$ cat src/common/pim_pkg.sv
package pim_pkg;
  // ------------------------------------------------------------
  // register word indices (byte address = index * 4)
  // ------------------------------------------------------------
  localparam logic [15:0] R_IO_IRQ_EN_0_7 = 16'h2006;
  localparam logic [15:0] R_IO_FLAGS_0_7 = 16'h2007;
  localparam logic [15:0] R_MODE_CTRL = 16'h2015;
  localparam logic [15:0] R_SYS_STATUS = 16'h2016;
  localparam logic [15:0] R_PERIPH_FLAGS = 16'h2017;
  localparam logic [15:0] R_IO_IRQ_EN_8 = 16'h2046;
  localparam logic [15:0] R_IO_FLAG_8 = 16'h2047;
  localparam logic [15:0] R_PIN_FUNC_SEL = 16'h2049;
  localparam logic [15:0] R_SW_SHUTDOWN = 16'h2061;
  localparam logic [15:0] R_INT_MASK = 16'h3100;
  localparam logic [15:0] R_INT_FORCE_CLEAR = 16'h3101;
  localparam logic [15:0] R_INT_SENSE_CTRL = 16'h3102;
  localparam logic [15:0] R_PERIPH_IRQ_EN = 16'h3103;
  // ------------------------------------------------------------
  // field positions and reset values
  // ------------------------------------------------------------
  localparam int MODE_RX_PIN_SEL_BIT = 4;
  localparam int MODE_UART_BIT = 5;
  localparam int MASK_PERIPH_BIT = 9;
  localparam int SENSE_RX_BIT = 0;
  localparam int SENSE_TX_BIT = 1;
  localparam int SENSE_PERIPH_BIT = 2;
  localparam int SENSE_NEST_BIT = 4;
  localparam int FLAG_TRIP_BIT = 0;
  localparam int FLAG_SYNC_BIT = 1;
  localparam logic [7:0] PIN_FUNC_SEL_RST = 8'hFF;
  localparam logic [1:0] PERIPH_IRQ_EN_RST = 2'h3;
  localparam logic [1:0] RESP_OKAY = 2'h0;
  localparam logic [1:0] RESP_SLVERR = 2'h2;
  localparam logic [5:0] VT_LAST = 6'h2F;
  // ------------------------------------------------------------
  // core interrupt sources, index 0 is the highest priority
  // ------------------------------------------------------------
  localparam int NSRC = 9;
  localparam logic [3:0] I_TRIP = 4'h0;
  localparam logic [3:0] I_PERIPH = 4'h1;
  localparam logic [3:0] I_SYNC = 4'h2;
  localparam logic [3:0] I_IO = 4'h3;
  localparam logic [3:0] I_SW1 = 4'h4;
  localparam logic [3:0] I_SW0 = 4'h5;
  localparam logic [3:0] I_TX = 4'h6;
  localparam logic [3:0] I_RX = 4'h7;
  localparam logic [3:0] I_TIMER = 4'h8;
  localparam logic [15:0] VEC [NSRC] = '{16'h002C, 16'h0004, 16'h000C, 16'h0008,
    16'h0018, 16'h001C, 16'h0020, 16'h0024, 16'h0028};

  typedef enum logic [0:0] {ST_BOOT = 1'b0, ST_RUN = 1'b1} pim_boot_type;

  typedef struct packed {
    logic trip_n;
    logic current_sense_input_oc;
    logic [8:0] io;
    logic rx_a;
    logic rx_b;
    logic rx_fsync;
  } pim_pins_type;

  typedef struct packed {
    pim_pins_type s1;
    pim_pins_type s2;
  } pim_sync_state_type;

  typedef struct packed {
    pim_boot_type boot;
    logic [5:0] bcnt;
    logic aw_ok;
    logic [15:0] awaddr;
    logic w_ok;
    logic [31:0] wdata;
    logic [3:0] wstrb;
    logic bvalid;
    logic [1:0] bresp;
    logic rvalid;
    logic [1:0] rresp;
    logic [31:0] rdata;
    logic sync_d;
    logic trip_d;
    logic isen_d;
    logic [8:0] io_d;
    logic [1:0] pflags;
    logic [1:0] perien;
    logic [8:0] ioflag;
    logic [8:0] ioen;
    logic [7:0] pinsel;
    logic [1:0] mode;
    logic [9:0] interrupt_mask_reg;
    logic [4:0] interrupt_sense_control_reg;
    logic [8:0] latch;
    logic [8:0] insvc;
    logic rx_d;
    logic tx_d;
    logic shared_peripheral_irq_line_n;
    logic shared_peripheral_irq_line_d;
    logic int_req;
    logic [3:0] cur_idx;
    logic [15:0] int_vec;
    logic dr;
    logic rx_fs;
    logic fl_o;
    logic fs_oe_n;
  } pim_state_type;

  localparam pim_state_type STATE_RST = '{boot: ST_BOOT, pinsel: PIN_FUNC_SEL_RST,
    perien: PERIPH_IRQ_EN_RST, shared_peripheral_irq_line_n: 1'b1, shared_peripheral_irq_line_d: 1'b1, rx_d: 1'b1, tx_d: 1'b1,
    fs_oe_n: 1'b1, default: '0};
endpackage

$ cat src/rtl/pim_sync2.sv
`timescale 1ns/1ps
module pim_sync2
(
  input wire logic clk,
  input wire logic nrst,
  input pim_pkg::pim_pins_type pins_in,
  output pim_pkg::pim_pins_type pins_out
);
  pim_pkg::pim_sync_state_type s;
  pim_pkg::pim_sync_state_type next_s;

  // first stage feeds only the second stage
  always_comb
  begin
    next_s.s1 = pins_in;
    next_s.s2 = s.s1;
  end

  always_ff @(posedge clk or negedge nrst)
  begin
    if (!nrst)
      s <= '0;
    else
      s <= next_s;
  end

  assign pins_out = s.s2;
endmodule

$ cat src/rtl/pim_prio.sv
`timescale 1ns/1ps
module pim_prio
(
  input wire logic [8:0] req,
  output logic found,
  output logic [3:0] idx
);
  // lowest set index wins
  always_comb
  begin
    found = 1'b0;
    idx = 4'h0;
    for (int i = 8; i >= 0; i--)
    begin
      if (req[i])
      begin
        found = 1'b1;
        idx = 4'(i);
      end
    end
  end
endmodule

$ cat src/rtl/pim_top.sv
// Notes on behaviour
// - all peripheral sources merge onto shared line
// - sync interrupt on rising sync pulse
// - trip on pin fall, overcurrent, shutdown write
// - io interrupt on any enabled line change
// - fixed vector table, trip highest, timer lowest
// - peripheral interrupts need mask bit nine
// - low byte clears, high byte forces
// - software interrupts only through force bits
// - sense bits select edge or level
// - sense bit four enables nesting
// - vector table copied to program RAM
// - direct vector branch, no extra latency
// - flags hold shared line until read
// - reading peripheral flags clears and acknowledges
// - reading an io flag register clears only the flags it returns
// - highest priority pending served first
// - mode bit four picks receive pin
// - mode bit five selects uart wiring
// - select bit set means general io
`timescale 1ns/1ps
module pim_top
#(
  parameter logic [23:0] DEFAULT_VECTOR_WORD = 24'h0A001F
)
(
  input wire logic CLK,
  input wire logic NRST,
  input wire logic [17:0] S_AXI_AWADDR,
  input wire logic S_AXI_AWVALID,
  output logic S_AXI_AWREADY,
  input wire logic [31:0] S_AXI_WDATA,
  input wire logic [3:0] S_AXI_WSTRB,
  input wire logic S_AXI_WVALID,
  output logic S_AXI_WREADY,
  output logic [1:0] S_AXI_BRESP,
  output logic S_AXI_BVALID,
  input wire logic S_AXI_BREADY,
  input wire logic [17:0] S_AXI_ARADDR,
  input wire logic S_AXI_ARVALID,
  output logic S_AXI_ARREADY,
  output logic [31:0] S_AXI_RDATA,
  output logic [1:0] S_AXI_RRESP,
  output logic S_AXI_RVALID,
  input wire logic S_AXI_RREADY,
  input pim_pkg::pim_pins_type PINS,
  input wire logic PWM_PERIOD_SYNC_PULSE,
  input wire logic TIMER_IRQ,
  input wire logic SERIAL_RECEIVE_IRQ_N,
  input wire logic SERIAL_TRANSMIT_IRQ_N,
  input wire logic CORE_FLAG_OUTPUT,
  input wire logic INT_ACK,
  input wire logic INT_RETURN,
  output logic SHARED_PERIPHERAL_IRQ_LINE_N,
  output logic INT_REQ,
  output logic [15:0] INT_VECTOR,
  output logic PRAM_WE,
  output logic [5:0] PRAM_ADDR,
  output logic [23:0] PRAM_DATA,
  output logic SERIAL_RECEIVE_INTERNAL_INPUT,
  output logic RECEIVE_FRAME_SYNC_INTERNAL,
  output logic RECEIVE_FRAME_SYNC_PIN_O,
  output logic RECEIVE_FRAME_SYNC_PIN_OE_N,
  output logic [7:0] PIN_IS_GPIO
);
  pim_pkg::pim_state_type s;
  pim_pkg::pim_state_type next_s;
  pim_pkg::pim_pins_type ps;
  logic [8:0] pend;
  logic [8:0] req;
  logic pg;
  logic cand_found;
  logic [3:0] cand_idx;
  logic svc_found;
  logic [3:0] svc_idx;
  logic wr_go;
  logic rd_go;
  logic [31:0] bm;
  logic sw_trip_wr;
  logic [7:0] ifc_clr;
  logic [7:0] ifc_frc;
  logic sync_evt;
  logic trip_evt;
  logic [8:0] io_evt;
  logic dr_mux;

  // ------------------------------------------------------------
  // pin synchronisers
  // ------------------------------------------------------------
  pim_sync2 u_sync
  (
    .clk(CLK),
    .nrst(NRST),
    .pins_in(PINS),
    .pins_out(ps)
  );

  // ------------------------------------------------------------
  // pending and request vectors
  // ------------------------------------------------------------
  always_comb
  begin
    pend = s.latch;
    pend[pim_pkg::I_RX] = s.latch[pim_pkg::I_RX]
      | (~s.interrupt_sense_control_reg[pim_pkg::SENSE_RX_BIT] & ~SERIAL_RECEIVE_IRQ_N);
    pend[pim_pkg::I_TX] = s.latch[pim_pkg::I_TX]
      | (~s.interrupt_sense_control_reg[pim_pkg::SENSE_TX_BIT] & ~SERIAL_TRANSMIT_IRQ_N);
    pend[pim_pkg::I_PERIPH] = s.latch[pim_pkg::I_PERIPH]
      | (~s.interrupt_sense_control_reg[pim_pkg::SENSE_PERIPH_BIT] & ~s.shared_peripheral_irq_line_n);
    // peripheral vectors only open through the shared line
    pg = pend[pim_pkg::I_PERIPH] & s.interrupt_mask_reg[pim_pkg::MASK_PERIPH_BIT];
    req = '0;
    req[pim_pkg::I_TRIP] = pg & s.pflags[pim_pkg::FLAG_TRIP_BIT];
    req[pim_pkg::I_SYNC] = pg & s.pflags[pim_pkg::FLAG_SYNC_BIT];
    req[pim_pkg::I_IO] = pg & (|s.ioflag);
    req[pim_pkg::I_PERIPH] = pg & ~(|s.pflags) & ~(|s.ioflag);
    req[pim_pkg::I_SW1] = pend[pim_pkg::I_SW1] & s.interrupt_mask_reg[4];
    req[pim_pkg::I_SW0] = pend[pim_pkg::I_SW0] & s.interrupt_mask_reg[3];
    req[pim_pkg::I_TX] = pend[pim_pkg::I_TX] & s.interrupt_mask_reg[2];
    req[pim_pkg::I_RX] = pend[pim_pkg::I_RX] & s.interrupt_mask_reg[1];
    req[pim_pkg::I_TIMER] = pend[pim_pkg::I_TIMER] & s.interrupt_mask_reg[0];
  end

  pim_prio u_cand
  (
    .req(req),
    .found(cand_found),
    .idx(cand_idx)
  );

  pim_prio u_svc
  (
    .req(s.insvc),
    .found(svc_found),
    .idx(svc_idx)
  );

  assign wr_go = s.aw_ok & s.w_ok & ~s.bvalid;
  assign rd_go = S_AXI_ARVALID & ~s.rvalid;
  assign bm = {{8{s.wstrb[3]}}, {8{s.wstrb[2]}}, {8{s.wstrb[1]}}, {8{s.wstrb[0]}}};
  assign dr_mux = s.mode[0] ? ps.rx_b : ps.rx_a;

  // ------------------------------------------------------------
  // next state
  // ------------------------------------------------------------
  always_comb
  begin
    next_s = s;
    sw_trip_wr = 1'b0;
    ifc_clr = '0;
    ifc_frc = '0;
    // bus: address and data may arrive in either order
    if (S_AXI_AWVALID & ~s.aw_ok)
    begin
      next_s.aw_ok = 1'b1;
      next_s.awaddr = S_AXI_AWADDR[17:2];
    end
    if (S_AXI_WVALID & ~s.w_ok)
    begin
      next_s.w_ok = 1'b1;
      next_s.wdata = S_AXI_WDATA;
      next_s.wstrb = S_AXI_WSTRB;
    end
    if (s.bvalid & S_AXI_BREADY)
      next_s.bvalid = 1'b0;
    if (s.rvalid & S_AXI_RREADY)
      next_s.rvalid = 1'b0;
    if (wr_go)
    begin
      next_s.aw_ok = 1'b0;
      next_s.w_ok = 1'b0;
      next_s.bvalid = 1'b1;
      next_s.bresp = pim_pkg::RESP_OKAY;
      case (s.awaddr)
        pim_pkg::R_IO_IRQ_EN_0_7:
          next_s.ioen[7:0] = (s.ioen[7:0] & ~bm[7:0]) | (s.wdata[7:0] & bm[7:0]);
        pim_pkg::R_IO_IRQ_EN_8:
          next_s.ioen[8] = bm[0] ? s.wdata[0] : s.ioen[8];
        pim_pkg::R_MODE_CTRL:
          next_s.mode = bm[0] ? s.wdata[5:4] : s.mode;
        pim_pkg::R_PIN_FUNC_SEL:
          next_s.pinsel = (s.pinsel & ~bm[7:0]) | (s.wdata[7:0] & bm[7:0]);
        pim_pkg::R_SW_SHUTDOWN:
          sw_trip_wr = 1'b1;
        pim_pkg::R_INT_MASK:
          next_s.interrupt_mask_reg = (s.interrupt_mask_reg & ~bm[9:0]) | (s.wdata[9:0] & bm[9:0]);
        pim_pkg::R_INT_FORCE_CLEAR:
        begin
          ifc_clr = s.wdata[7:0] & bm[7:0];
          ifc_frc = s.wdata[15:8] & bm[15:8];
        end
        pim_pkg::R_INT_SENSE_CTRL:
          next_s.interrupt_sense_control_reg = (s.interrupt_sense_control_reg & ~bm[4:0]) | (s.wdata[4:0] & bm[4:0]);
        pim_pkg::R_PERIPH_IRQ_EN:
          next_s.perien = (s.perien & ~bm[1:0]) | (s.wdata[1:0] & bm[1:0]);
        pim_pkg::R_IO_FLAGS_0_7, pim_pkg::R_IO_FLAG_8, pim_pkg::R_SYS_STATUS,
        pim_pkg::R_PERIPH_FLAGS:
          next_s.bresp = pim_pkg::RESP_OKAY;
        default:
          next_s.bresp = pim_pkg::RESP_SLVERR;
      endcase
    end
    if (rd_go)
    begin
      next_s.rvalid = 1'b1;
      next_s.rresp = pim_pkg::RESP_OKAY;
      next_s.rdata = '0;
      case (S_AXI_ARADDR[17:2])
        pim_pkg::R_IO_IRQ_EN_0_7: next_s.rdata[7:0] = s.ioen[7:0];
        pim_pkg::R_IO_IRQ_EN_8: next_s.rdata[0] = s.ioen[8];
        pim_pkg::R_MODE_CTRL: next_s.rdata[5:4] = s.mode;
        pim_pkg::R_PIN_FUNC_SEL: next_s.rdata[7:0] = s.pinsel;
        pim_pkg::R_SW_SHUTDOWN: next_s.rdata = '0;
        pim_pkg::R_INT_MASK: next_s.rdata[9:0] = s.interrupt_mask_reg;
        pim_pkg::R_INT_FORCE_CLEAR: next_s.rdata = '0;
        pim_pkg::R_INT_SENSE_CTRL: next_s.rdata[4:0] = s.interrupt_sense_control_reg;
        pim_pkg::R_PERIPH_IRQ_EN: next_s.rdata[1:0] = s.perien;
        pim_pkg::R_SYS_STATUS: next_s.rdata[0] = ps.trip_n;
        pim_pkg::R_PERIPH_FLAGS:
        begin
          next_s.rdata[1:0] = s.pflags;
          next_s.pflags = '0;
        end
        pim_pkg::R_IO_FLAGS_0_7:
        begin
          next_s.rdata[7:0] = s.ioflag[7:0];
          next_s.ioflag[7:0] = '0;
        end
        pim_pkg::R_IO_FLAG_8:
        begin
          next_s.rdata[0] = s.ioflag[8];
          next_s.ioflag[8] = 1'b0;
        end
        default: next_s.rresp = pim_pkg::RESP_SLVERR;
      endcase
    end
    // peripheral events; sets come after the read clears so they win
    sync_evt = PWM_PERIOD_SYNC_PULSE & ~s.sync_d;
    trip_evt = (s.trip_d & ~ps.trip_n) | (ps.current_sense_input_oc & ~s.isen_d) | sw_trip_wr;
    io_evt = (ps.io ^ s.io_d) & s.ioen;
    next_s.sync_d = PWM_PERIOD_SYNC_PULSE;
    next_s.trip_d = ps.trip_n;
    next_s.isen_d = ps.current_sense_input_oc;
    next_s.io_d = ps.io;
    if (sync_evt & s.perien[pim_pkg::FLAG_SYNC_BIT])
      next_s.pflags[pim_pkg::FLAG_SYNC_BIT] = 1'b1;
    if (trip_evt & s.perien[pim_pkg::FLAG_TRIP_BIT])
      next_s.pflags[pim_pkg::FLAG_TRIP_BIT] = 1'b1;
    next_s.ioflag = next_s.ioflag | io_evt;
    // shared line stays low while any enabled flag is unread
    next_s.shared_peripheral_irq_line_n = ~((|(next_s.pflags & next_s.perien))
      | (|(next_s.ioflag & next_s.ioen)));
    next_s.shared_peripheral_irq_line_d = s.shared_peripheral_irq_line_n;
    next_s.rx_d = SERIAL_RECEIVE_IRQ_N;
    next_s.tx_d = SERIAL_TRANSMIT_IRQ_N;
    // core latches: clear first, then ack, then sets
    for (int k = 0; k < 8; k++)
    begin
      if (ifc_clr[k])
        next_s.latch[8 - k] = 1'b0;
    end
    if (INT_ACK & s.int_req)
    begin
      next_s.latch[s.cur_idx] = 1'b0;
      next_s.insvc[s.cur_idx] = 1'b1;
    end
    if (INT_RETURN & svc_found)
      next_s.insvc[svc_idx] = 1'b0;
    if (TIMER_IRQ)
      next_s.latch[pim_pkg::I_TIMER] = 1'b1;
    if (s.rx_d & ~SERIAL_RECEIVE_IRQ_N & s.interrupt_sense_control_reg[pim_pkg::SENSE_RX_BIT])
      next_s.latch[pim_pkg::I_RX] = 1'b1;
    if (s.tx_d & ~SERIAL_TRANSMIT_IRQ_N & s.interrupt_sense_control_reg[pim_pkg::SENSE_TX_BIT])
      next_s.latch[pim_pkg::I_TX] = 1'b1;
    if (s.shared_peripheral_irq_line_d & ~s.shared_peripheral_irq_line_n & s.interrupt_sense_control_reg[pim_pkg::SENSE_PERIPH_BIT])
      next_s.latch[pim_pkg::I_PERIPH] = 1'b1;
    for (int k = 0; k < 8; k++)
    begin
      if (ifc_frc[k])
        next_s.latch[8 - k] = 1'b1;
    end
    // dispatch straight to the vector of the best candidate
    next_s.int_req = (s.boot == pim_pkg::ST_RUN) & cand_found & ~INT_ACK
      & (~svc_found | (s.interrupt_sense_control_reg[pim_pkg::SENSE_NEST_BIT] & (cand_idx < svc_idx)));
    next_s.cur_idx = cand_idx;
    next_s.int_vec = pim_pkg::VEC[cand_idx];
    // boot copy of the default vector table
    if (s.boot == pim_pkg::ST_BOOT)
    begin
      next_s.bcnt = s.bcnt + 6'h01;
      if (s.bcnt == pim_pkg::VT_LAST)
        next_s.boot = pim_pkg::ST_RUN;
    end
    // serial receive steering
    next_s.dr = dr_mux;
    next_s.rx_fs = s.mode[1] ? dr_mux : ps.rx_fsync;
    next_s.fl_o = CORE_FLAG_OUTPUT;
    next_s.fs_oe_n = ~s.mode[1];
  end

  always_ff @(posedge CLK or negedge NRST)
  begin
    if (!NRST)
      s <= pim_pkg::STATE_RST;
    else
      s <= next_s;
  end

  // ------------------------------------------------------------
  // outputs
  // ------------------------------------------------------------
  assign S_AXI_AWREADY = ~s.aw_ok;
  assign S_AXI_WREADY = ~s.w_ok;
  assign S_AXI_BVALID = s.bvalid;
  assign S_AXI_BRESP = s.bresp;
  assign S_AXI_ARREADY = ~s.rvalid;
  assign S_AXI_RVALID = s.rvalid;
  assign S_AXI_RRESP = s.rresp;
  assign S_AXI_RDATA = s.rdata;
  assign SHARED_PERIPHERAL_IRQ_LINE_N = s.shared_peripheral_irq_line_n;
  assign INT_REQ = s.int_req;
  assign INT_VECTOR = s.int_vec;
  assign PRAM_WE = (s.boot == pim_pkg::ST_BOOT);
  assign PRAM_ADDR = s.bcnt;
  assign PRAM_DATA = DEFAULT_VECTOR_WORD;
  assign SERIAL_RECEIVE_INTERNAL_INPUT = s.dr;
  assign RECEIVE_FRAME_SYNC_INTERNAL = s.rx_fs;
  assign RECEIVE_FRAME_SYNC_PIN_O = s.fl_o;
  assign RECEIVE_FRAME_SYNC_PIN_OE_N = s.fs_oe_n;
  assign PIN_IS_GPIO = s.pinsel;
endmodule

$ cat config.mk
export PLATFORM = sky130hd
export DESIGN_NAME = pim_top
export DESIGN_NICKNAME = d
export VERILOG_FILES = /design/src/common/pim_pkg.sv /design/src/rtl/pim_sync2.sv /design/src/rtl/pim_prio.sv /design/src/rtl/pim_top.sv
export SDC_FILE = /design/constraint.sdc
export NUM_CORES = 1
export LEC_CHECK = 0
export CAP_MARGIN = 0
export CORE_MARGIN = 2
export CORE_UTILIZATION = 50
export CTS_CLUSTER_SIZE = 20
export DETAILED_ROUTE_END_ITERATION = 16
export DONT_BUFFER_PORTS = 1
export HOLD_SLACK_MARGIN = 0.05
export PLACE_DENSITY_LB_ADDON = 0.15
export SETUP_SLACK_MARGIN = 0.5
export SKIP_LAST_GASP = 1
export SLEW_MARGIN = 0
export SYNTH_ARGS = -nofsm -noshare
export SYNTH_HDL_FRONTEND = slang
export SYNTH_HIERARCHICAL = 1
export SYNTH_SLANG_ARGS = --single-unit
$ cat constraint.sdc
create_clock -name CLK -period 3 [get_ports CLK]
set_input_delay 0.6 -clock CLK [delete_from_list [all_inputs] [get_ports CLK]]
set_output_delay 0.6 -clock CLK [all_outputs]
set_load 0.005 [all_outputs]
# Word-level counts from Yosys, hierarchy flattened
# Memory sizes are Yosys's and may differ from the RTL's. A register that Yosys moved wholly into a read port is not among the register bits.
# Cells that the tools add are included.
# totals
register_bits,195
rom_bits,256
inputBits,100
output_inout_bits,102
elab_cells,302
memories,1
# mem_list
memory,depth,word_bits,rd,rd_clocked_by_memory_dff,write_ports,line_no,rtl
(no name shown),16,16,1,1,0,pim_top.sv:286,next_s.int_vec = pim_pkg::VEC[cand_idx];
# classes
add_sub_neg,1
magnitude_cmp,5
eq_ne,27
muxes,107
n_bitwise,95
reduce_logical,17
# ops
cell,count
== test 16 x 14 -> 1 bit (second input constant),26
2-to-1 mux 4 bit,18
2-to-1 mux 8 bit,7
2-to-1 mux 1 bit,54
AND 1 bit,38
2-to-1 mux 37 bit,1
AND 9 bit,4
2-to-1 mux 35 bit,1
2-to-1 mux 34 bit,1
AND 8 bit,4
OR reduction 13 bit,2
AND 10 bit,2
inverter 1 bit,20
2-to-1 mux 18 bit,1
2-to-1 mux 2 bit,9
2-to-1 mux 9 bit,2
inverter 9 bit,2
bitwise OR 9 bit,2
OR reduction 9 bit,2
2-to-1 mux 17 bit,1
bitwise OR 8 bit,2
AND 5 bit,2
< comparator 4 x 5 -> 1 bit (second input constant),2
2-to-1 mux 10 bit,1
31 further kinds,48

# Logic depth before layout (Yosys ltp)
# Gate-level depths: netlist of run 1.
# depth
depth_word,16
depth_mapped,11
ltp_nobuf,11

# Cells and area by module
# The synthesis of run 1 kept the hierarchy.
# modules_own_cells
module,n_inst,cells_per_inst,area_per_inst_um2,seq_area_each_um2
pim_top,1,675,7337.0,3672.3
pim_sync2,1,28,700.7,700.7
pim_prio,2,15,98.8,0.0

# Worst setup path before layout of run 1
# OpenSTA, ideal clock, no wires.
# synth_timing
kind,flip-flop to flip-flop
start,register s (netlist bit SHARED_PERIPHERAL_IRQ_LINE_N)
end,register s (netlist bit INT_REQ)
setup_time_ps,94
arrival_ps,2574
required_time_ps,2906
path_slack_ps,332
stages_incl_launch_ff,12
n_path_buf,0
synth_period_minus_slack_ps,2668
cell_sequence,dfstp_2 -> nor2_1 -> o21ai_0 -> nor3_1 -> and4_1 -> a211oi_1 -> ha_1 -> o21ai_0 -> a21boi_0 -> o21ai_0 -> nand3b_1 -> a211oi_1
# synth_lines
item,line_no,rtl
"start, declared",pim_top.sv:66,pim_pkg::pim_state_type s;
"start signal, assigned",pim_top.sv:304,s <= pim_pkg::STATE_RST;
"start signal, assigned",pim_top.sv:306,s <= next_s;

==> metrics, run 1 <==
Post-DP HPWL 13,500 um; Slew Viols, Final 0; fin worst setup slack 553 ps; CP startpoint kind flop; pre-CTS setup slack 355 ps; Routed WL per cell 19.2 um; ranking of synthesized cells by area dfrtp_1 48%, mux2_2 8.6%, buf_4 8.2%; routed vias/inst 5.61; Rows between 40 and 50; # DRC 0; CTS H-Tree Depth 4; Final Hold Fails 159; full die area 17,500 sq um; initial antenna violation count 0; Pleak approximately 0.0039 uW; Max-Cap Viols 0; first-pass GRT wire length 29,500 um; area leader, netlist dfrtp_1; maximum root-to-sink buffer count 2; Netlist cell types 68; pin count of the biggest net entering global routing 175; Main synth FF type dfrtp_1; Tcrit/Tclk final 81.6%; Setup crit end kind flop; Synth top area share slightly below 50%; setup TNS 0 ps; violated checks hold timing; Post-DP Area 8070 sq um; async set-reset flop share out of synthesis 100%; grt total ovfl 0; CP arrival 2790 ps; Mapped Area 8240 sq um; Root Buffer clkbuf_16; Data required, critical path approximately 3400 ps; Port Buffers 0; clock skew 9.78 ps; Worst Max-Slew Pin Slew 726 ps; fin area between 8000 and 9000 sq um; Die Height between 100 and 150 um; PD cells 664 nW/um^2; status finished, violations left; CTS tree yes; Core ar. 16,000 sq um; Post-synth EDFFs 0; RSZ-0062 raised after global routing true; DR vias 5,384; final hold slack -128 ps; Yosys reg bits between 150 and 200; Starting DRT DRC Count 488; syn avg cell area 11.2 sq um; Reg clk slew, reported paths 60 ps; Initial Util about half; TritonRoute pass-1 iters 5; vias in the first global route approximately 5,300; worst-path fanout max 4; Total Routed Length 18,400 um; worst skew pair latency 430 ps; Fmax 0.409 GHz; peak supply drop 0.404 mV; Cells after Synth 733; yosys warns 6; n_diodes 0; Final GP Congestion 0.890; Final setup viols 0; Final ANT Viol Nets 0; share of cells above drive strength 1 about 22%; DIE WIDTH 132 um; Tmin final 2450 ps; Final nets 835; worst rel slew slack 51.2%; Filler cells about 1,400; TritonCTS buffer count 17; Num Clock Sinks 174; Area Overhead vs Synth 6.91%; io pins 202; WS Path Type reg -> reg; Tot GR Track Use 21.6%; Hold WC Path Type in -> async; sequential cell area fraction in the yosys report 53.1%
metrics by stage:
| step | cells | power, uW | utilization (%) |
|---|---|---|---|
| after floorplan | 791 | 3590 | - |
| after global routing | 960 | 6140 | 55.0 |
| after detailed placement | 916 | 3770 | 50.5 |
| after CTS | 955 | 5900 | 54.6 |
| after global placement | 916 | 3730 | 50.5 |
| final | 960 | 5850 | 55.0 |
placed cells by master, fill, tap and decap left out, types with 4 or more instances in the layout:
cell type  instances
a211o_1            4
a21o_1             5
a21oi_1           28
a222oi_1           4
a22oi_1            8
a31oi_1           11
and3_1             6
and3b_1            4
buf_4             24
clkbuf_16         17
conb_1            60
dfrtp_1          159
dfstp_2           15
ha_1               4
inv_1             29
mux2_2            63
mux2i_1            5
nand2_1           65
nand3_1            9
nand3b_1           8
nand4_1           14
nor2_1            25
nor2b_1            7
nor3_1            15
nor3b_1            8
nor4_1             6
nor4_2             5
o21a_1             5
o21ai_0           34
xnor2_1            4
xor2_1            11
layout make-up:
class	count	area (sq um)	area share, %
well taps	216	270	3.07
inverters	29	109	1.24
clock buffers	20	457	5.19
multi-input cells	484	3280	37.3
flip-flops and latches	174	4370	49.7
repair buffers	25	200	2.27
clock inverters	12	111	1.26
timing repair:
| action | in CTS | in global routing |
|---|---|---|
| setup endpoints to repair | 2 | 14 |
| pin swaps | 2 | 9 |
| resized for setup | 10 | 9 |
| hold endpoints to repair | 174 | 166 |
| buffers inserted | 7 | 5 |
critical path, cell delays in order, from the launching register on:
cell      delay, ps
dfstp_2         600
nor2_2           50
o21ai_2         140
nor3_1           70
and4_4          210
nor4_4          310
nor2b_4         210
ha_1            220
a21boi_1        120
o21ai_1         140
nand3b_1        110
a211oi_2        180
per-layer routing:
metal / part of all wire, % / up-vias / GRT usage, %
met4: 1.2 / 0 / 7.29
met5: 0 / - / 0
met3: 8.2 / 18 / 6.88
met1: 43 / 2671 / 28.4
li1: - / 2450 / -
met2: 48 / 245 / 33.9
Yosys cell counts, types with 6 or more instances:
cell	n
a22oi_1	8
dfrtp_1	159
nor2b_1	8
nand4_1	14
nand2_1	66
nor4_1	7
clkbuf_1	6
nor3_1	15
nand3b_1	8
xor2_1	11
nor2_1	28
a31oi_1	12
nand3_1	9
nor3b_1	8
nor4_2	6
o21ai_0	36
inv_1	29
a21oi_1	28
dfstp_2	15
mux2_2	63
and3_1	6
buf_4	90
final timing paths:
| check | start | endpoint | slack (ps) | cells past startpoint |
|---|---|---|---|---|
| max | SHARED_PERIPHERAL_IRQ_LINE_N | INT_REQ | 550 | 11 |
| min | NRST | u_sync/next_s[9] | -130 | 0 |
| min in group CLK | SERIAL_RECEIVE_IRQ_N | s[28] | 160 | 0 |
| max in group asynchronous | NRST | s[91] | 2810 | 0 |
| min reg2reg | u_sync/next_s[6] | u_sync/pins_out[6] | 350 | 0 |
| max reg2reg | SHARED_PERIPHERAL_IRQ_LINE_N | INT_REQ | 550 | 11 |
power breakdown:
group | switching, uW | internal (uW)
logic | 321 | 376
registers | 406 | 2640
clock network | 912 | 1190
total | 1640 | 4210
cells by family (layout without fill, tap and decap cells):
family	Yosys count	after routing	synth area share, %
fa+ha+maj	4	4	0.608
mux	69	69	9.40
compound gates	129	129	10.1
other cells	2	60	0.0912
xor+xnor	15	15	1.60
flops	174	174	53.1
simple gates	207	207	14.6
buf+inv	133	86	10.5
(Power assumes the default switching activity.)
==> inputs of run 2 (changes only) <==
==> constraint.sdc (replaced) <==
create_clock -name CLK -period 2 [get_ports CLK]
set_input_delay 0.4 -clock CLK [delete_from_list [all_inputs] [get_ports CLK]]
set_output_delay 0.4 -clock CLK [all_outputs]
set_load 0.005 [all_outputs]
==> run 2 against run 1 <==
The run ends with hold timing, setup timing left. Combinational power grew to 2.6 times the previous value. Register-to-register slack worse by 880 ps. Clock skew barely moved. Via count is 7.5% higher. Critical path depth stayed put. Highest routed layer unchanged.
==> metrics, run 2 (same netlist as run 1, synthesis figures left out) <==
DR vias 5,789 (+7.5%); grt total ovfl 0 (unchanged); Fmax 0.429 GHz (+5.0%); Final nets 945 (+13%); RR Startpoint s[87]; commonest non-fill, non-tap cell in the layout dfrtp_1; most used routing layer in global routing met2; WS Path Type reg -> reg; Max-Cap Viols 0 (unchanged); Hold WC Path Type in -> async; Final GP Congestion 0.901 (+1.2%); Num Clock Sinks 174 (unchanged); Reg clk slew, reported paths 70 ps (about the same); pin count of the biggest net entering global routing 175 (unchanged); GR Util met2 41.0% (+7.1 points); Slew Viols, Final 0 (unchanged); Layout Cells excl Fill 1,070 (+11%); most frequent cells in the layout 157 x dfrtp_1, 85 x buf_4, 60 x conb_1; CP startpoint kind flop; Area Overhead vs Synth 25.8%; n_diodes 0 (unchanged); CP arrival 2680 ps (-110 ps); initial antenna violation count 0 (unchanged); violated checks hold timing, setup timing; Rows 46 (unchanged); GR Layer Usage met3 6.31% (-0.58 points); Data required, critical path 2350 ps (-1000 ps); Initial Util 51.5% (unchanged); Tot GR Track Use 24.1% (+2.6 points); # DRC 0 (unchanged); status finished, violations left; Final setup viols 32 (+32); setup TNS -1920 ps (-1920 ps); share of cells above drive strength 1 38.1% (+16 points); Util after Layout 64.7% (+9.7 points); full die area 17,500 sq um (unchanged); io pins 202 (unchanged); Port Buffers 0 (unchanged); Core ar. 16,000 sq um (unchanged); Die Height 132 um (unchanged); worst-path fanout max 3 (-1); CTS H-Tree Depth 4 (unchanged); Routed WL per cell 19.7 um (+2.8%); Total Routed Length 21,100 um (+15%); DIE WIDTH 132 um (unchanged); Final Hold Fails 167 (+5.0%); Worst Setup SP s[87]; PD cells 927 nW/um^2 (+40%); Post-DP HPWL 15,100 um (+12%); clock skew 9.55 ps (-0.225 ps); Tcrit/Tclk final 116% (+35 points); first-pass GRT wire length 32,200 um (+9.3%); TritonRoute pass-1 iters 4 (-1); vias in the first global route 5,728 (+7.2%); Starting DRT DRC Count 382 (-22%); final hold slack -337 ps (-209 ps); hold buffer count at cts 21; RSZ-0062 raised after global routing true; routed vias/inst 5.41 (-3.5%); peak supply drop 0.994 mV (+150%); Setup crit end kind flop; TritonCTS buffer count 17 (unchanged); fin worst setup slack -330 ps (-883 ps); Tmin final 2330 ps (-117 ps); maximum root-to-sink buffer count 2 (unchanged); Final ANT Viol Nets 0 (unchanged); worst skew pair latency 440 ps (about the same); Pleak 0.00467 uW (+20%); Inst Count DP 995 (+8.6%); CTS tree yes; GR Util met1 30.2% (+1.7 points); Root Buffer clkbuf_16
-- run 2: changes by cell type in the layout (fill, tap and decap cells not counted), moves of 6 or more --
cell	delta
o21ai_0	-18
nand2_1	-10
nor4_4	+6
buf_6	+26
a21oi_2	+9
a21oi_1	-9
dlygate4sd3_1	+21
nor3_1	-7
nand2_4	+6
o21ai_1	+14
mux2_4	+15
mux2_2	-15
buf_4	+61
-- run 2: timing repair --
item	4_1_cts	5_1_grt
setup endpoints to repair	71	75
buffers inserted	12	10
gates resized for setup	67	50
pin swaps	31	19
hold endpoints to repair	195	174
-- run 2: power breakdown --
part,leakage (uW),switching [uW],internal [uW]
sequential,0.00209,512,3960
clock,0.000283,1510,1800
combinational,0.00229,904,916
-- run 2: layer usage --
layer | vias up | wire, um
met5 | - | 0
met4 | 0 | 435
met3 | 29 | 1120
met2 | 202 | 10700
met1 | 2872 | 8840
li1 | 2686 | -
-- run 2: metrics by stage --
step	worst slack [ps]	cell area, sq um	power [uW]
after global routing	-431	10400	10000
after floorplan	-297	8670	5470
after detailed placement	-417	8870	6150
after global placement	-299	8870	6100
final	-330	10400	9600
after CTS	-290	10100	9590
-- run 2: layout make-up --
type	instances	area (sq um)
Clock buffer	18	439
Clock inverter	14	156
Tap cell	216	270
Inverter	29	114
Fill cell	1275	5640
Multi-Input combinational cell	484	3800
Sequential cell	174	4380
Timing Repair Buffer	135	1200
-- run 2: path summary, 6_finish.rpt --
check | to | slack (ps) | depth (start not counted)
worst min register to register | u_sync/pins_out[4] | 350 | 0
min in group CLK | pend[8] | 70 | 1
worst max register to register | INT_REQ | -330 | 11
worst max-delay path | INT_REQ | -330 | 11
worst min-delay path | s[98] | -340 | 0
max in group asynchronous | asynchronous set/reset pin | 1970 | 0
-- run 2: critical path: stages (launching register included) --
cell	delay [ps]
dfrtp_1	420
nor4_4	400
a31oi_4	150
buf_6	160
nor3b_2	150
a21oi_2	170
o41ai_4	130
o21ai_0	150
a21boi_0	100
o21ai_1	130
nand3b_1	110
a211oi_2	180
==> inputs of run 3 (changes only) <==
--- a/config.mk
+++ b/config.mk
@@ -5,6 +5,7 @@
 export SDC_FILE = /design/constraint.sdc
 export NUM_CORES = 1
 export LEC_CHECK = 0
+export ABC_AREA = 1
 export CAP_MARGIN = 0
 export CORE_MARGIN = 2
 export CORE_UTILIZATION = 50
@@ -13,6 +14,7 @@
 export DONT_BUFFER_PORTS = 1
 export HOLD_SLACK_MARGIN = 0.05
 export PLACE_DENSITY_LB_ADDON = 0.15
+export REMOVE_ABC_BUFFERS = 1
 export SETUP_SLACK_MARGIN = 0.5
 export SKIP_LAST_GASP = 1
 export SLEW_MARGIN = 0
==> run 3 against run 2 <==
The flow still finishes with violations (hold timing, setup timing). Area after synthesis increased by 5.1%. Register-to-register slack about the same. Clock power increased by 3%. Via count increased by 14%. First-iteration DRC count decreased by 7.1%. Maximum frequency increased by 0.32%. Worst hold slack improved by 4.8 ps. Final cell count increased by 23%. Cell area increased by 2.7%. Critical endpoint unchanged. Largest cell class unchanged.
==> metrics, run 3 <==
status finished, violations left; violated checks hold timing, setup timing; pin count of the biggest net entering global routing 175 (unchanged); Final nets 1,180 (+25%); Filler cells 1,469 (+15%); worst skew pair latency 430 ps (about the same); worst-path fanout max 3 (unchanged); Final Hold Fails 174 (+4.2%); Synth top area share 46.0% (-2.3 points); DR vias 6,598 (+14%); Initial Util 50.5% (-0.92 points); Data required, critical path 2330 ps (-20 ps); Tmin final 2320 ps (-7.39 ps); Final ANT Viol Nets 0 (unchanged); Tot GR Track Use 23.0% (-1.1 points); Hold WC Path Type in -> async; WS Path Type reg -> reg; async set-reset flop share out of synthesis 100% (unchanged); vias in the first global route 6,289 (+9.8%); area leader, netlist dfrtp_1; Tcrit/Tclk final 116% (-0.37 points); CP arrival 2650 ps (-30 ps); Buf+Inv Stages, Crit Path 1 (unchanged); Root Buffer clkbuf_16; Cells after Synth 985 (+34%); full die area 18,400 sq um (+4.9%); io pins 202 (unchanged); grt total ovfl 0 (unchanged); slowest cell on the critical path dfrtp_1; ranking of synthesized cells by area dfrtp_1 46%, nand2_1 8.3%, buf_4 7.8%; Worst path depth 13 (+2); Final setup viols 5 (-84%); TritonCTS buffer count 17 (unchanged); Core ar. 17,100 sq um (+7.0%); CTS H-Tree Depth 4 (unchanged); n_diodes 0 (unchanged); PD cells 945 nW/um^2 (+2.0%); DIE WIDTH 136 um (+2.4%); Pleak 0.00497 uW (+6.5%); Routed WL per cell 15.9 um (-19%); cells along the critical path nor2_1 > nand2_1 > nor3_2 > and2_4 > inv_4 > nor4_4 > nor2_2 > a21boi_4 > ha_1 > a21boi_0 > o211ai_1 > nand3_1 > a211oi_1; TritonRoute pass-1 iters 5 (+1); most frequent cells in the layout 166 x nand2_1, 154 x dfrtp_1, 98 x inv_1; slowest stage delay, CP 380 ps (-40 ps); # DRC 0 (unchanged); first-pass GRT wire length 32,300 um (+0.45%); pre-CTS setup slack -422 ps (-4.78 ps); CP startpoint kind flop; Rows 48 (+4.3%); CTS tree yes; Register-to-Register Path Depth 13 (+2); Reg clk slew, reported paths 70 ps (about the same); Main synth FF type dfrtp_1; final hold slack -332 ps (+4.79 ps); Synth top cells by count 192 x nand2_1, 159 x dfrtp_1, 113 x inv_1; Die Height 136 um (+2.4%); Post-DP HPWL 14,800 um (-2.0%); Slew Viols, Final 0 (unchanged); Area Overhead vs Synth 23.0%; clock skew 10.5 ps (+0.899 ps); fin worst setup slack -322 ps (+7.39 ps); commonest non-fill, non-tap cell in the layout nand2_1; Num Clock Sinks 174 (unchanged); routed vias/inst 5.03 (-7.1%); Fmax 0.431 GHz (+0.32%); peak supply drop 0.693 mV (-30%); most common cell in the synthesized netlist nand2_1; Final GP Congestion 0.884 (-1.9%); sequential cell area fraction in the yosys report 50.5% (-2.6 points); Netlist cell types 52 (-24%); Mapped Area 8650 sq um (+5.1%); maximum root-to-sink buffer count 2 (unchanged); Post-synth EDFFs 0 (unchanged); Setup crit end kind flop; RSZ-0062 raised after global routing true; syn avg cell area 8.78 sq um (-22%); delay-heaviest family, CP simple AND/OR/NAND/NOR gates; Max-Cap Viols 0 (unchanged); Port Buffers 0 (unchanged); Starting DRT DRC Count 355 (-7.1%); Total Routed Length 20,900 um (-1.1%); yosys warns 6 (unchanged); initial antenna violation count 1 (+1); Yosys reg bits 174 (unchanged); Design Power 10,100 uW (+4.8%); share of cells above drive strength 1 29.7% (-8.4 points)
[run 3: final timing paths]
| check | endpoint | start | slack [ps] |
|---|---|---|---|
| hold / removal | u_sync/pins_out[7] | NRST | -330 |
| min in group CLK | S_AXI_RVALID | S_AXI_RREADY | 80 |
| hold reg to reg | u_sync/pins_out[4] | u_sync/next_s[4] | 350 |
| setup / recovery | INT_REQ | s[88] | -320 |
| setup reg to reg | INT_REQ | s[88] | -320 |
| max in group asynchronous | asynchronous set/reset pin | NRST | 2020 |
[run 3: cell type report]
cell class	instances	area (sq um)	share of cell area, %
Clock buffer	17	425	4.00
Clock inverter	14	181	1.70
Inverter	120	468	4.40
Multi-Input combinational cell	648	3880	36.5
Sequential cell	174	4380	41.1
Tap cell	225	282	2.65
Timing Repair Buffer	115	1020	9.62
[run 3: where the power goes]
part	total, uW	switching, uW	internal (uW)
Combinational	2250	1300	953
Clock	3420	1430	1990
Sequential	4390	416	3970
[run 3: cell families (layout without fill, tap and decap cells)]
family	count (synthesis)	count (layout)	synth area share (%)
AO/OA/AOI/OAI	123	123	7.95
XOR/XNOR	8	8	0.810
adder cells (fa/ha/maj)	4	4	0.578
buffers and inverters	222	266	13.8
flip-flops	174	174	50.5
multiplexers	16	16	2.08
other	2	60	0.0868
AND/OR/NAND/NOR	436	437	24.2
[run 3: layer usage]
metal | global-route usage, % | up-vias | routed length (um) | part of all wire (%)
met2 | 35.8 | 191 | 9780 | 47
met4 | 6.31 | 0 | 195 | 0.93
met5 | 0 | - | 0 | 0
met3 | 6.32 | 17 | 1280 | 6.1
li1 | - | 3218 | - | -
met1 | 31.9 | 3172 | 9620 | 46
[run 3: per-stage QoR]
step                hold slack [ps]  utilization [%]  instance area [sq um]  std cells  setup TNS (ps)
global placement                111             51.3                   8770       1213            -423
global route                   -356             62.2                  10600       1313           -1420
floorplan                       104                -                   8130        941            -350
CTS                            -349             58.6                  10000       1283            -406
finish                         -332             62.2                  10600       1313            -760
detailed placement              111             51.3                   8770       1213            -553
[run 3: what timing repair did]
item / CTS / global route
hold buffers: 19 / 1
cloned: 1 / 0
setup endpoints to repair: 57 / 78
resized for setup: 87 / 109
endpoints found under the hold margin: 193 / 175
pin swaps: 37 / 50
setup buffers: 19 / 29
